<file path="src/rtl/lcd_tv_port_map.svh">
// Offsets, field positions, reset values and clock limits of the video output port
`ifndef LCD_TV_PORT_MAP_SVH
`define LCD_TV_PORT_MAP_SVH

// Register offsets
`define REG_CTRL        4'h0
`define REG_TIMING_H    4'h1
`define REG_TIMING_V    4'h2
`define REG_BORDER      4'h3
`define REG_PIXEL       4'h4
`define REG_STATUS      4'h5
`define REG_INT_CLEAR   4'h6
`define REG_INT_ENABLE  4'h7
`define REG_LINK        4'h8
`define REG_POSITION    4'h9

// Control fields
`define CTRL_ENABLE     0
`define CTRL_TV_MODE    1
`define CTRL_BORDER_MD  2
`define CTRL_HS_POL     3
`define CTRL_VS_POL     4
`define CTRL_SINGLE_END 5
`define CTRL_DIV_LSB    8
`define CTRL_DIV_MSB    11

// Interrupt status fields
`define ST_PANEL_INT    0
`define ST_FRAME        1
`define ST_LINE         2

// Reset values
`define CTRL_RESET      32'h0000_0000
`define TIMING_H_RESET  32'h0020_0010
`define TIMING_V_RESET  32'h0010_0008
`define BORDER_RESET    32'h0002_0002
`define PIXEL_RESET     32'h0000_0000

// Pixel clock limits in kHz and the local clock rate
`define CLK_KHZ         20000
`define OUT_MAX_KHZ     85000
`define SINGLE_MAX_KHZ  65000
`define ENC_MIN_KHZ     20000
`define ENC_MAX_KHZ     40000

`endif

</file>
<file path="src/rtl/lcd_tv_port_pkg.sv">
// Types shared by the video output port
package lcd_tv_port_pkg;

  typedef struct packed {
    logic [11:0] data;
    logic        hsync;
    logic        vsync;
    logic        blank_n;
  } pixel_out_t;

  typedef struct packed {
    logic [15:0] total;
    logic [15:0] active;
  } timing_t;

  typedef struct packed {
    logic in;
    logic out;
    logic oe;
  } od_pin_t;

endpackage

</file>
<file path="src/rtl/pin_sync.sv">
// Two flip-flop synchroniser for pins from outside the clock domain
module pin_sync (
  input  wire logic clk_i,
  input  wire logic nrst_i,
  input  wire logic pin_i,
  input  wire logic reset_val_i,
  output logic      level_o
);

  logic meta;

  always_ff @(posedge clk_i) begin
    if (!nrst_i) begin
      meta    <= reset_val_i;
      level_o <= reset_val_i;
    end else begin
      meta    <= pin_i;
      level_o <= meta;
    end
  end

endmodule

</file>
<file path="src/rtl/lcd_tv_port.sv">
// Digital video output port toward a TV encoder or flat panel
//
// Summary of operation
// - TV mode: encoder clock on the shared pin paces pixel output.
// - Panel mode: shared pin is an active-low interrupt input.
// - Port clock leaves as a differential pair, up to 85 MHz.
// - Single-ended mode below 65 MHz: bit 0 clocks, bit 1 unused.
// - Pixel data leaves on a 12-bit bus.
// - Each sync has a software selected active polarity.
// - Two-wire control link, open drain, pull low or release.
//
// Chosen here: the address-and-strobe port and the register offsets.
`include "lcd_tv_port_map.svh"

module lcd_tv_port
  import lcd_tv_port_pkg::*;
(
  input  wire logic        clk_i,
  input  wire logic        nrst_i,
  input  wire logic [3:0]  addr_i,
  input  wire logic [31:0] wdata_i,
  input  wire logic        wr_i,
  input  wire logic        rd_i,
  output logic      [31:0] rdata_o,
  input  wire logic        encoder_pixel_clock_in_i,
  output logic      [1:0]  port_clock_out_o,
  output logic             blank_border_n_o,
  output logic      [11:0] port_pixel_data_o,
  output logic             port_vertical_sync_o,
  output logic             port_horizontal_sync_o,
  input  wire logic        port_ctl_scl_i,
  output logic             port_ctl_scl_o,
  output logic             port_ctl_scl_oe_o,
  input  wire logic        port_ctl_sda_i,
  output logic             port_ctl_sda_o,
  output logic             port_ctl_sda_oe_o,
  output logic             irq_o
);

  // ----------------------------------------------------------------
  // Registers
  // ----------------------------------------------------------------
  logic [31:0] ctrl;
  timing_t     tim_h;
  timing_t     tim_v;
  logic [31:0] border;
  logic [11:0] pixel;
  logic [2:0]  status;
  logic [2:0]  int_en;
  logic [1:0]  link_drive_low;
  logic [2:0]  events;

  function automatic logic hit(input logic [3:0] a, input logic [3:0] off);
    return a == off;
  endfunction

  always_ff @(posedge clk_i) begin
    if (!nrst_i) begin
      ctrl   <= `CTRL_RESET;
      tim_h  <= `TIMING_H_RESET;
      tim_v  <= `TIMING_V_RESET;
      border <= `BORDER_RESET;
      pixel  <= 12'h000;
      int_en <= 3'h0;
      link_drive_low <= 2'b00;
    end else if (wr_i) begin
      if (hit(addr_i, `REG_CTRL))       ctrl   <= wdata_i;
      if (hit(addr_i, `REG_TIMING_H))   tim_h  <= wdata_i;
      if (hit(addr_i, `REG_TIMING_V))   tim_v  <= wdata_i;
      if (hit(addr_i, `REG_BORDER))     border <= wdata_i;
      if (hit(addr_i, `REG_PIXEL))      pixel  <= wdata_i[11:0];
      if (hit(addr_i, `REG_INT_ENABLE)) int_en <= wdata_i[2:0];
      if (hit(addr_i, `REG_LINK))       link_drive_low <= wdata_i[1:0];
    end
  end

  // Set wins over a clear in the same cycle
  always_ff @(posedge clk_i) begin
    if (!nrst_i) begin
      status <= 3'h0;
    end else begin
      status <= (status & ~((wr_i && hit(addr_i, `REG_INT_CLEAR)) ? wdata_i[2:0] : 3'h0))
                | events;
    end
  end

  assign irq_o = |(status & int_en);

  // ----------------------------------------------------------------
  // Pin synchronisers
  // ----------------------------------------------------------------
  logic enc_pin;
  logic scl_in;
  logic sda_in;

  pin_sync u_enc (
    .clk_i      (clk_i),
    .nrst_i     (nrst_i),
    .pin_i      (encoder_pixel_clock_in_i),
    .reset_val_i(1'b1),
    .level_o    (enc_pin)
  );

  pin_sync u_scl (
    .clk_i      (clk_i),
    .nrst_i     (nrst_i),
    .pin_i      (port_ctl_scl_i),
    .reset_val_i(1'b1),
    .level_o    (scl_in)
  );

  pin_sync u_sda (
    .clk_i      (clk_i),
    .nrst_i     (nrst_i),
    .pin_i      (port_ctl_sda_i),
    .reset_val_i(1'b1),
    .level_o    (sda_in)
  );

  // ----------------------------------------------------------------
  // Pixel clock selection
  // ----------------------------------------------------------------
  logic       tv_mode;
  logic       enc_prev;
  logic [3:0] div_cnt;
  logic       gen_clk;
  logic       pix_tick;
  logic       enc_rise;

  assign tv_mode  = ctrl[`CTRL_TV_MODE];
  assign enc_rise = enc_pin & ~enc_prev;

  always_ff @(posedge clk_i) begin
    if (!nrst_i) enc_prev <= 1'b1;
    else         enc_prev <= enc_pin;
  end

  // Local divider: half period is divisor+1 cycles
  always_ff @(posedge clk_i) begin
    if (!nrst_i || !ctrl[`CTRL_ENABLE]) begin
      div_cnt <= 4'h0;
      gen_clk <= 1'b0;
    end else if (div_cnt == ctrl[`CTRL_DIV_MSB:`CTRL_DIV_LSB]) begin
      div_cnt <= 4'h0;
      gen_clk <= ~gen_clk;
    end else begin
      div_cnt <= div_cnt + 4'h1;
    end
  end

  always_comb begin
    if (!ctrl[`CTRL_ENABLE])
      pix_tick = 1'b0;
    else if (tv_mode)
      pix_tick = enc_rise;
    else
      pix_tick = gen_clk && (div_cnt == ctrl[`CTRL_DIV_MSB:`CTRL_DIV_LSB]);
  end

  // Differential pair, or bit 0 only in single-ended mode
  always_ff @(posedge clk_i) begin
    if (!nrst_i) begin
      port_clock_out_o <= 2'b10;
    end else begin
      port_clock_out_o[0] <= tv_mode ? enc_pin : gen_clk;
      port_clock_out_o[1] <= ctrl[`CTRL_SINGLE_END] ? 1'b0
                           : ~(tv_mode ? enc_pin : gen_clk);
    end
  end

  // ----------------------------------------------------------------
  // Raster timing
  // ----------------------------------------------------------------
  logic [15:0] hcnt;
  logic [15:0] vcnt;
  logic        h_end;
  logic        v_end;

  assign h_end = hcnt == tim_h.total - 16'h1;
  assign v_end = vcnt == tim_v.total - 16'h1;

  always_ff @(posedge clk_i) begin
    if (!nrst_i || !ctrl[`CTRL_ENABLE]) begin
      hcnt <= 16'h0;
      vcnt <= 16'h0;
    end else if (pix_tick) begin
      hcnt <= h_end ? 16'h0 : hcnt + 16'h1;
      if (h_end) vcnt <= v_end ? 16'h0 : vcnt + 16'h1;
    end
  end

  logic in_active;
  logic in_border;
  logic hs_act;
  logic vs_act;

  assign in_active = (hcnt < tim_h.active) && (vcnt < tim_v.active);
  assign in_border = (hcnt < tim_h.active + {8'h0, border[7:0]})
                  && (vcnt < tim_v.active + {8'h0, border[23:16]});
  assign hs_act    = hcnt >= tim_h.total - 16'h2;
  assign vs_act    = vcnt >= tim_v.total - 16'h1;

  // ----------------------------------------------------------------
  // Output stage, all fields on one edge
  // ----------------------------------------------------------------
  pixel_out_t next_out;

  always_comb begin
    next_out.data    = in_active ? pixel : 12'h000;
    next_out.hsync   = hs_act ^ ~ctrl[`CTRL_HS_POL];
    next_out.vsync   = vs_act ^ ~ctrl[`CTRL_VS_POL];
    next_out.blank_n = ctrl[`CTRL_BORDER_MD] ? in_border : in_active;
  end

  pixel_out_t out_q;

  always_ff @(posedge clk_i) begin
    if (!nrst_i) begin
      out_q <= {12'h000, 1'b1, 1'b1, 1'b0};
    end else if (pix_tick) begin
      out_q <= next_out;
    end
  end

  assign port_pixel_data_o      = out_q.data;
  assign port_horizontal_sync_o = out_q.hsync;
  assign port_vertical_sync_o   = out_q.vsync;
  assign blank_border_n_o       = out_q.blank_n;

  // ----------------------------------------------------------------
  // Events and two-wire link
  // ----------------------------------------------------------------
  always_comb begin
    events                = 3'h0;
    events[`ST_PANEL_INT] = !tv_mode && !enc_pin;
    events[`ST_FRAME]     = pix_tick && h_end && v_end;
    events[`ST_LINE]      = pix_tick && h_end;
  end

  assign port_ctl_scl_o    = 1'b0;
  assign port_ctl_sda_o    = 1'b0;
  assign port_ctl_scl_oe_o = link_drive_low[0];
  assign port_ctl_sda_oe_o = link_drive_low[1];

  always_ff @(posedge clk_i) begin
    if (!nrst_i) rdata_o <= 32'h0000_0000;
    else if (rd_i) begin
      unique case (addr_i)
        `REG_CTRL:       rdata_o <= ctrl;
        `REG_TIMING_H:   rdata_o <= tim_h;
        `REG_TIMING_V:   rdata_o <= tim_v;
        `REG_BORDER:     rdata_o <= border;
        `REG_PIXEL:      rdata_o <= {20'h0_0000, pixel};
        `REG_STATUS:     rdata_o <= {29'h0000_0000, status};
        `REG_INT_ENABLE: rdata_o <= {29'h0000_0000, int_en};
        `REG_LINK:       rdata_o <= {28'h000_0000, sda_in, scl_in, link_drive_low};
        `REG_POSITION:   rdata_o <= {vcnt, hcnt};
        default:         rdata_o <= 32'h0000_0000;
      endcase
    end else rdata_o <= 32'h0000_0000;
  end
endmodule

</file>
<file path="config.mk">
export PLATFORM = sky130hd
export DESIGN_NAME = lcd_tv_port
export DESIGN_NICKNAME = d
export VERILOG_FILES = /design/src/rtl/lcd_tv_port_pkg.sv /design/src/rtl/pin_sync.sv /design/src/rtl/lcd_tv_port.sv
export VERILOG_INCLUDE_DIRS = /design/src /design/src/rtl
export SDC_FILE = /design/constraint.sdc
export NUM_CORES = 1
export LEC_CHECK = 0
export BUFFER_PORTS_ARGS = -buffer_cell sky130_fd_sc_hd__buf_4
export CORE_MARGIN = 2
export CORE_UTILIZATION = 45
export CTS_CLUSTER_SIZE = 10
export DETAILED_ROUTE_END_ITERATION = 7
export GPL_TIMING_DRIVEN = 0
export PLACE_DENSITY = 0.62
export SYNTH_ARGS = -nofsm -noshare
export SYNTH_HDL_FRONTEND = slang
export SYNTH_HIERARCHICAL = 1
export SYNTH_SLANG_ARGS = --single-unit
</file>
<file path="constraint.sdc">
create_clock -name clk_i -period 6.9 [get_ports clk_i]
set_input_delay 0.69 -clock clk_i [delete_from_list [all_inputs] [get_ports clk_i]]
set_output_delay 0.69 -clock clk_i [all_outputs]
set_load 0.05 [all_outputs]
</file>
# Yosys cells after proc, flatten, opt, wreduce, memory -nomap -nowiden
# Cells that the tools add are included.
[totals]
ff_bits = 241
inputBits = 43
word_cells = 99
[classes]
n_mux = 10
eq_ne = 12
order_cmp = 6
n_bitwise = 12
n_reduce_logical = 24
n_addsub = 8
[ops]
columns = ["op", "count"]
rows = [
  ["$pmux 32 s9", 1],
  ["$lt 16x16->1", 4],
  ["$add 16x1->16 const B", 2],
  ["$add 16x8->16", 2],
  ["$eq 16x16->1", 2],
  ["$ge 16x16->1", 2],
  ["$mux 16", 2],
  ["$sub 16x1->16 const B", 2],
  ["$reduce_and 2->1", 9],
  ["$eq 4x3->1 const B", 4],
  ["$sub 16x2->16 const B", 1],
  ["$mux 12", 1],
  ["$eq 4x2->1 const B", 2],
  ["$eq 4x4->1 const B", 2],
  ["$logic_and 1x1->1", 7],
  ["$and 3x3->3", 2],
  ["$mux 1", 5],
  ["$not 1->1", 5],
  ["$add 4x1->4 const B", 1],
  ["$eq 4x1->1 const B", 1],
  ["$eq 4x4->1", 1],
  ["$logic_not 1->1", 4],
  ["$logic_not 4->1", 1],
  ["$mux 3", 1],
  ["other kinds (7)", 8],
]

# Depth between registers and ports, before layout
# Gate-level depths: netlist of run 1.
[logic_depth]
ltp_word = 7
depth_mapped = 17
mapped_depth_nobuf = 17

# Modules after synthesis
# The synthesis of run 1 kept the hierarchy.
[modules_own_cells]
columns = ["module", "seq_area_each_um2", "area_per_inst_um2", "cells_each", "n_inst"]
rows = [
  ["lcd_tv_port", 4704.5, 13362.8, 1671, 1],
  ["pin_sync", 40.0, 62.6, 4, 3],
]

# Worst setup path after synthesis of run 1
# No wires, ideal clock.
[synth_path]
path_type = "register to register"
start = "reg tim_h[17] in the netlist's numbering"
end = "reg vcnt[10]"
setup_slack_ns = 3.696
synth_period_minus_slack_ns = 3.204
path_buffers = 2
setup_ns = 0.132
arrival_time_ns = 3.072
path_stages_with_launch = 12
path_cell_list = "dfxtp_1 > inv_1 > ha_1 > or4b_4 > or3_4 > a2111oi_4 > nand4_1 > or4_4 > buf_6 > buf_2 > o31ai_1 > a21oi_1"
[synth_via]
elab_chain_len = 3
[synth_lines]
columns = ["element", "line", "text"]
rows = [
  ["start: declaration", "lcd_tv_port.sv:44", "timing_t tim_h;"],
  ["start signal: assignment", "lcd_tv_port.sv:60", "tim_h <= `TIMING_H_RESET;"],
  ["start signal: assignment", "lcd_tv_port.sv:68", "if (hit(addr_i, `REG_TIMING_H)) tim_h <= wdata_i;"],
  ["$sub 16x1->16", "lcd_tv_port.sv:179", "assign h_end = hcnt == tim_h.total - 16'h1;"],
  ["$eq 16x16->1", "lcd_tv_port.sv:179", ""],
  ["$reduce_and 2->1 (no source line)", "--", ""],
  ["end signal: assignment", "lcd_tv_port.sv:188", "if (h_end) vcnt <= v_end ? 16'h0 : vcnt + 16'h1;"],
  ["end: declaration", "lcd_tv_port.sv:175", "logic [15:0] vcnt;"],
]
# Every way passes these cells.
# A chain may end at the register's enable or synchronous reset.

# Final worst setup path of run 1
[layout_path]
start = "reg tim_h[17] in the netlist's numbering"
end = "reg vcnt[3]"
# Same word-level chain as after synthesis.

==> results by group, run 1 <==
Run status
  • Outcome: finished, final reports clean

STA
  • Period utilization: 0.606
  • TNS Setup: 0 ps
  • Slew margin rel.: 0.101
  • Final Hold Viols: 0
  • Tightest Pin Transition: 1340 ps
  • Final min period: 4180 ps
  • FMAX: 239 MHz
  • RSZ-0062 raised after global routing: no
  • Max-slew violation count: 0
  • Final setup skew: 11.8 ps
  • Setup violators final: 0

Pwr
  • Leak pwr: 5.70 nW
  • PD cells: 192 mW/mm²
  • Worst vdd ir: 0.153 mV

Clocking
  • Hold_buf cts: 0
  • Worst-path clk slew: 50 ps
  • # resized after CTS: 0
  • H-tree levels: 1
  • CTS max path bufs: 3
  • CTS root buf: clkbuf_16
  • Worst-skew pair later-pin latency: 550 ps
  • Sink Count: 241
  • CTS Buf Count: 29
  • CTS tree: built
  • Post-CTS Setup Bufs: 0

Critical path
  • Critical Path Start Type: flip-flop
  • Arr. time, crit path: 4590 ps
  • Worst Path Max Fanout: 10
  • Critical path class: flip-flop to flip-flop
  • R2R setup slack: 2720 ps
  • WP data required: 7310 ps
  • Worst setup EP type: flip-flop

Finish
  • Fillers: 2,884
  • Layout area overhead: 14.8%
  • Register area: 0.00482 mm²
  • Area of the multi-input gates: 0.00803 mm²
  • Fraction of layout cells with a size suffix above 1: 0.0929
  • Non-Filler Instances: 2,209
  • Antenna diodes: 0
  • Final net count: 1,971

Die
  • Die footprint: 0.0315 mm²
  • Starting Density: 0.457
  • Die Height: 178 µm
  • Io pins: 97
  • Total core area: 0.0296 mm²
  • Die width: 178 µm
  • Row count: 63

Synth
  • Syn Area/Cell: 8.05 µm²
  • Most common cell in the synthesized netlist: nand2_1
  • Primary FF master, synth: dfxtp_1
  • Distinct cells, synth: 73
  • Ys Warns: 6
  • Synth area leaders: dfxtp_1 36%, ha_1 11%, nand2_1 9.5%, a21oi_1 7.8%, xnor2_1 4.1%
  • Top cell types by occurrence after synthesis: 344 x nand2_1, 241 x dfxtp_1, 212 x a21oi_1, 114 x ha_1, 90 x clkbuf_1
  • Asr flop ratio synth: 0
  • Synth Register Bits: 241
  • Mapped Area: 0.0136 mm²
  • Cell count after synthesis: 1,683
  • Synth area leader: dfxtp_1
  • Sequential area share after synthesis: 0.356
  • Post-synth top area share: 0.356
  • Post-synth EDFFs: 0

Global route
  • GRT Total Usage: 0.304
  • First-pass GRT wire length: 72,600 µm
  • Pin count of the biggest net entering global routing: 14
  • Total grt overflow: 0
  • Vias in the first global route: 12,300
  • Initial antenna violation count: 0

Worst hold path
  • Hold crit path type: input pin to flip-flop

Detailed routing
  • Routed wire length: 48,400 µm
  • Routed Antenna Nets: 0
  • DR WL/cell: 21.9 µm
  • Pre-antenna DRT Iters: 8
  • Drt initial violations: 1,548
  • Vias per cell: 5.93
  • Drc violations: 0
  • Via count: 13,100

Placed design
  • Dpl cells: 2,171
  • DP Wirelength: 37,200 µm
  • Routability Congestion: 0.957
  • PortBufs: 92

Run
  • Max_cap viols: 0
==> per-stage QoR <==
step | utilization | hold WS (ps) | setup WS (ps) | cell area, µm² | power [mW]
floorplan | - | 432 | 3700 | 13600 | 1.56
global placement | 0.498 | 434 | 2860 | 14800 | 1.64
detailed placement | 0.498 | 440 | 2800 | 14800 | 1.65
CTS | 0.525 | 363 | 2780 | 15600 | 2.99
global route | 0.525 | 367 | 2410 | 15600 | 3.07
finish | 0.525 | 369 | 2720 | 15600 | 2.99
==> cell families after synthesis <==
logic type | after synthesis | share of synthesized area
AND/OR/NAND/NOR | 639 | 0.218
AO/OA/AOI/OAI | 420 | 0.195
flip-flops | 241 | 0.356
adder cells (fa/ha/maj) | 116 | 0.108
buffers and inverters | 161 | 0.0532
XOR/XNOR | 93 | 0.0601
other | 2 | 0.000554
multiplexers | 11 | 0.00868
==> cell type report <==
type,instances,area share
multi-input combinational,1287,0.516
tap,390,0.0314
inverter,55,0.0133
buffer,106,0.0331
clock inverter,3,0.000965
timing repair buffer,92,0.0444
sequential,241,0.310
clock buffer,35,0.0507
==> cells in the final DEF, fill, tap and decap left out, drive strengths merged, types with 6 or more instances in the layout <==
| cell | n |
|---|---|
| o211ai | 6 |
| nand2 | 345 |
| a222oi | 25 |
| a21oi | 212 |
| nor4 | 14 |
| nor3 | 32 |
| o31ai | 7 |
| dfxtp | 241 |
| clkbuf | 131 |
| nand2b | 9 |
| nand4 | 45 |
| xor2 | 30 |
| nor2 | 78 |
| nand3 | 32 |
| nor2b | 17 |
| a21o | 29 |
| conb | 8 |
| o21ai | 29 |
| a31oi | 15 |
| buf | 101 |
| or4 | 11 |
| ha | 114 |
| mux2 | 6 |
| xnor2 | 63 |
| and3 | 15 |
| a21boi | 11 |
| a22oi | 51 |
| inv | 54 |
| or3 | 9 |
| a211oi | 7 |
| and2 | 11 |
==> worst max-delay path, cell delays in order, from the launching register on <==
cell and delay, ps:
dfxtp_1 430, inv_1 140, ha_1 330, nor3b_1 580, nand4_1 190, xnor2_1 280
nand4_1 180, nor4_2 1100, a21o_2 340, clkbuf_1 390, a21oi_1 90
==> sequential cells by signal (all words and copies together), names as in the netlist, 4 cells and up <==
signal             count
ctrl                  32
pixel                 12
div_cnt                4
port_pixel_data_o     12
hcnt                  16
vcnt                  16
border                32
tim_h                 32
tim_v                 32
rdata_o               32
==> path summary, 6_finish.rpt <==
kind / start / to / cells past startpoint
setup reg to reg: tim_h[17] / vcnt[3] / 10
setup / recovery: tim_h[17] / vcnt[3] / 10
hold / removal: encoder_pixel_clock_in_i / u_enc/meta / 2
hold reg to reg: border[24] / border[24] / 2
==> routing by layer <==
metal  vias up  share of wire  GRT usage
li1       6187              -          -
met1      6246           0.43      0.417
met2       578           0.44      0.466
met3        99          0.095     0.0709
met4         0          0.036      0.105
met5         -              0          0
==> report_power, final <==
group          internal (mW)  switching (mW)
combinational         0.0656           0.134
clock                  0.786           0.581
sequential              1.41          0.0149
total                   2.26           0.730
Note: power is estimated with default switching activity, not from simulation.
==> inputs of run 2 (changes only) <==
==> constraint.sdc (replaced) <==
create_clock -name clk_i -period 4 [get_ports clk_i]
set_input_delay 0.4 -clock clk_i [delete_from_list [all_inputs] [get_ports clk_i]]
set_output_delay 0.4 -clock clk_i [all_outputs]
set_load 0.05 [all_outputs]
==> run 2 against run 1 <==
  * Clock skew decreased by 2.3 ps
  * Critical path depth decreased by 2
  * Cell count increased by 0.14%
  * Core utilization increased by 0.14 points
  * Design area increased by 0.26%
  * Clock power increased by 72%
  * Non-clock buffer count increased by 3
  * Via count increased by 0.66%
  * Power increased by 73%
  * Global-route usage about the same
  * Wire length about the same
  * Register-to-register slack got worse by 2600 ps
  * Critical path type unchanged
  * Highest routed layer unchanged
==> results by group, run 2 (same netlist as run 1, synthesis figures left out) <==
Run status
  • Outcome: finished, final reports clean

Clocking
  • Worst-path clk slew: 60 ps (about the same)
  • Worst-skew pair later-pin latency: 550 ps (about the same)
  • Sink Count: 241 (unchanged)
  • CTS root buf: clkbuf_16
  • CTS Buf Count: 29 (unchanged)
  • CTS max path bufs: 3 (unchanged)
  • H-tree levels: 1 (unchanged)
  • Hold_buf cts: 0 (unchanged)
  • CTS tree: built

STA
  • Min Hold Slack: 76.5 ps (-293 ps)
  • FMAX: 255 MHz (+6.6%)
  • Max-slew violation count: 0 (unchanged)
  • RSZ-0062 raised after global routing: no
  • Final setup skew: 9.56 ps (-2.26 ps)
  • Final min period: 3920 ps (-260 ps)
  • Period utilization: 0.980 (+0.374)
  • Setup violators final: 0 (unchanged)
  • Final Hold Viols: 0 (unchanged)
  • Slew margin rel.: 0.211 (+0.109)
  • Tightest Pin Transition: 1170 ps (-162 ps)

Finish
  • Commonest non-fill, non-tap cell in the layout: nand2_1
  • Most frequent cells in the layout: 344 x nand2_1, 241 x dfxtp_1, 212 x a21oi_1
  • Antenna diodes: 0 (unchanged)
  • Area of the multi-input gates: 0.00805 mm² (+0.22%)
  • Layout area overhead: 15.1%
  • Fraction of layout cells with a size suffix above 1: 0.0955 (+0.00259)
  • Register area: 0.00482 mm² (unchanged)
  • Final net count: 1,974 (+0.15%)
  • Fillers: 2,880 (-0.14%)

Detailed routing
  • Vias per cell: 5.97 (+0.53%)
  • Routed wire length: 48,400 µm (about the same)
  • DR WL/cell: 21.9 µm (-0.14%)
  • Via count: 13,200 (+0.66%)
  • Pre-antenna DRT Iters: 6 (-2)
  • Drt initial violations: 1,515 (-2.1%)
  • Drc violations: 0 (unchanged)
  • Routed Antenna Nets: 0 (unchanged)

Global route
  • Busiest grt layer: met2
  • First-pass GRT wire length: 72,600 µm (about the same)
  • Met2 Usage GRT: 0.466 (unchanged)
  • GRT Total Usage: 0.304 (about the same)
  • Met1 usage: 0.417 (about the same)
  • Initial antenna violation count: 0 (unchanged)
  • Total grt overflow: 0 (unchanged)
  • Vias in the first global route: 12,300 (unchanged)
  • Pin count of the biggest net entering global routing: 14 (unchanged)
  • Met3 Use GR: 0.0709 (unchanged)

Die
  • Total core area: 0.0296 mm² (unchanged)
  • Die Height: 178 µm (unchanged)
  • Io pins: 97 (unchanged)
  • Starting Density: 0.457 (unchanged)
  • Row count: 63 (unchanged)
  • Die footprint: 0.0315 mm² (unchanged)
  • Die width: 178 µm (unchanged)

Run
  • Max_cap viols: 0 (unchanged)

Placed design
  • DP Wirelength: 37,200 µm (unchanged)
  • Routability Congestion: 0.957 (unchanged)
  • PortBufs: 92 (unchanged)

Critical path
  • Worst setup EP type: flip-flop
  • Arr. time, crit path: 4380 ps (-210 ps)
  • Critical Path Start Type: flip-flop
  • Worst Path Max Fanout: 10 (unchanged)
  • WP data required: 4460 ps (-2850 ps)
  • Critical path class: flip-flop to flip-flop

Pwr
  • P_sw: 1.27 mW (+73%)
  • P_int: 3.90 mW (+73%)
  • Leak pwr: 5.71 nW (+0.31%)
  • Final Total Pwr: 5.16 mW (+73%)
  • Switch share: 0.245 (+0.00105)
  • PD cells: 331 mW/mm² (+72%)
  • Clock share of power: 0.458 (about the same)
  • Comb pwr share: 0.067 (about the same)
  • Seq pwr share: 0.475 (about the same)
  • Worst vdd ir: 0.264 mV (+73%)

Worst hold path
  • Hold crit path type: input pin to flip-flop
-- run 2: cell types whose count changed in the layout (fill, tap and decap cells not counted), sizes merged --
cell / change
buf: +3
-- run 2: what timing repair did --
action	in CTS	in global routing
endpoints found under the setup margin	10	11
resized for setup	1	3
hold endpoints to repair	0	0
buffers inserted	0	3
pin swaps	0	1
-- run 2: path summary, 6_finish.rpt --
path	from	end	slack, ps	cells after the start
worst min register to register	border[24]	border[24]	460	2
worst max-delay path	ctrl[11]	blank_border_n_o	80	8
worst min-delay path	encoder_pixel_clock_in_i	u_enc/meta	80	2
worst max register to register	ctrl[11]	blank_border_n_o	80	8
-- run 2: metal layers --
layer | vias to the layer above | share of wire
met2 | 591 | 0.44
met5 | - | 0
met4 | 0 | 0.034
met1 | 6303 | 0.43
li1 | 6199 | -
met3 | 104 | 0.097
-- run 2: area by class of cell --
class,count,area share
clock buffer,35,0.0505
inverter,55,0.0132
timing repair buffer,95,0.0457
multi-input combinational,1287,0.516
clock inverter,3,0.000963
sequential,241,0.309
buffer,106,0.0330
tap,390,0.0313
-- run 2: stage by stage --
step | setup TNS [ps] | cells | utilization | cell area (µm²) | worst slack, ps
floorplan | 0 | 1689 | - | 13600 | 796
global placement | -288 | 2171 | 0.498 | 14800 | -41.7
detailed placement | -775 | 2171 | 0.498 | 14800 | -96.3
CTS | 0 | 2209 | 0.525 | 15600 | 30.0
global route | 0 | 2212 | 0.526 | 15600 | 17.0
finish | 0 | 2212 | 0.526 | 15600 | 78.7
-- run 2: power by group through the flow --
stage               clock network (mW)  logic [mW]  registers [mW]
finish                            2.36       0.345            2.45
global route                      2.46       0.371            2.46
CTS                               2.37       0.338            2.45
detailed placement                   0       0.336            2.51
global placement                     0       0.332            2.50
floorplan                            0       0.190            2.50
-- run 2: critical path, stage by stage (launching register included) --
cell and delay [ps]:
dfxtp_1 490, xnor2_1 160, nand4_1 230, o21ai_1 910, nand2_2 490, a21oi_1 560
clkbuf_1 410, nand4b_1 290, a31oi_1 270
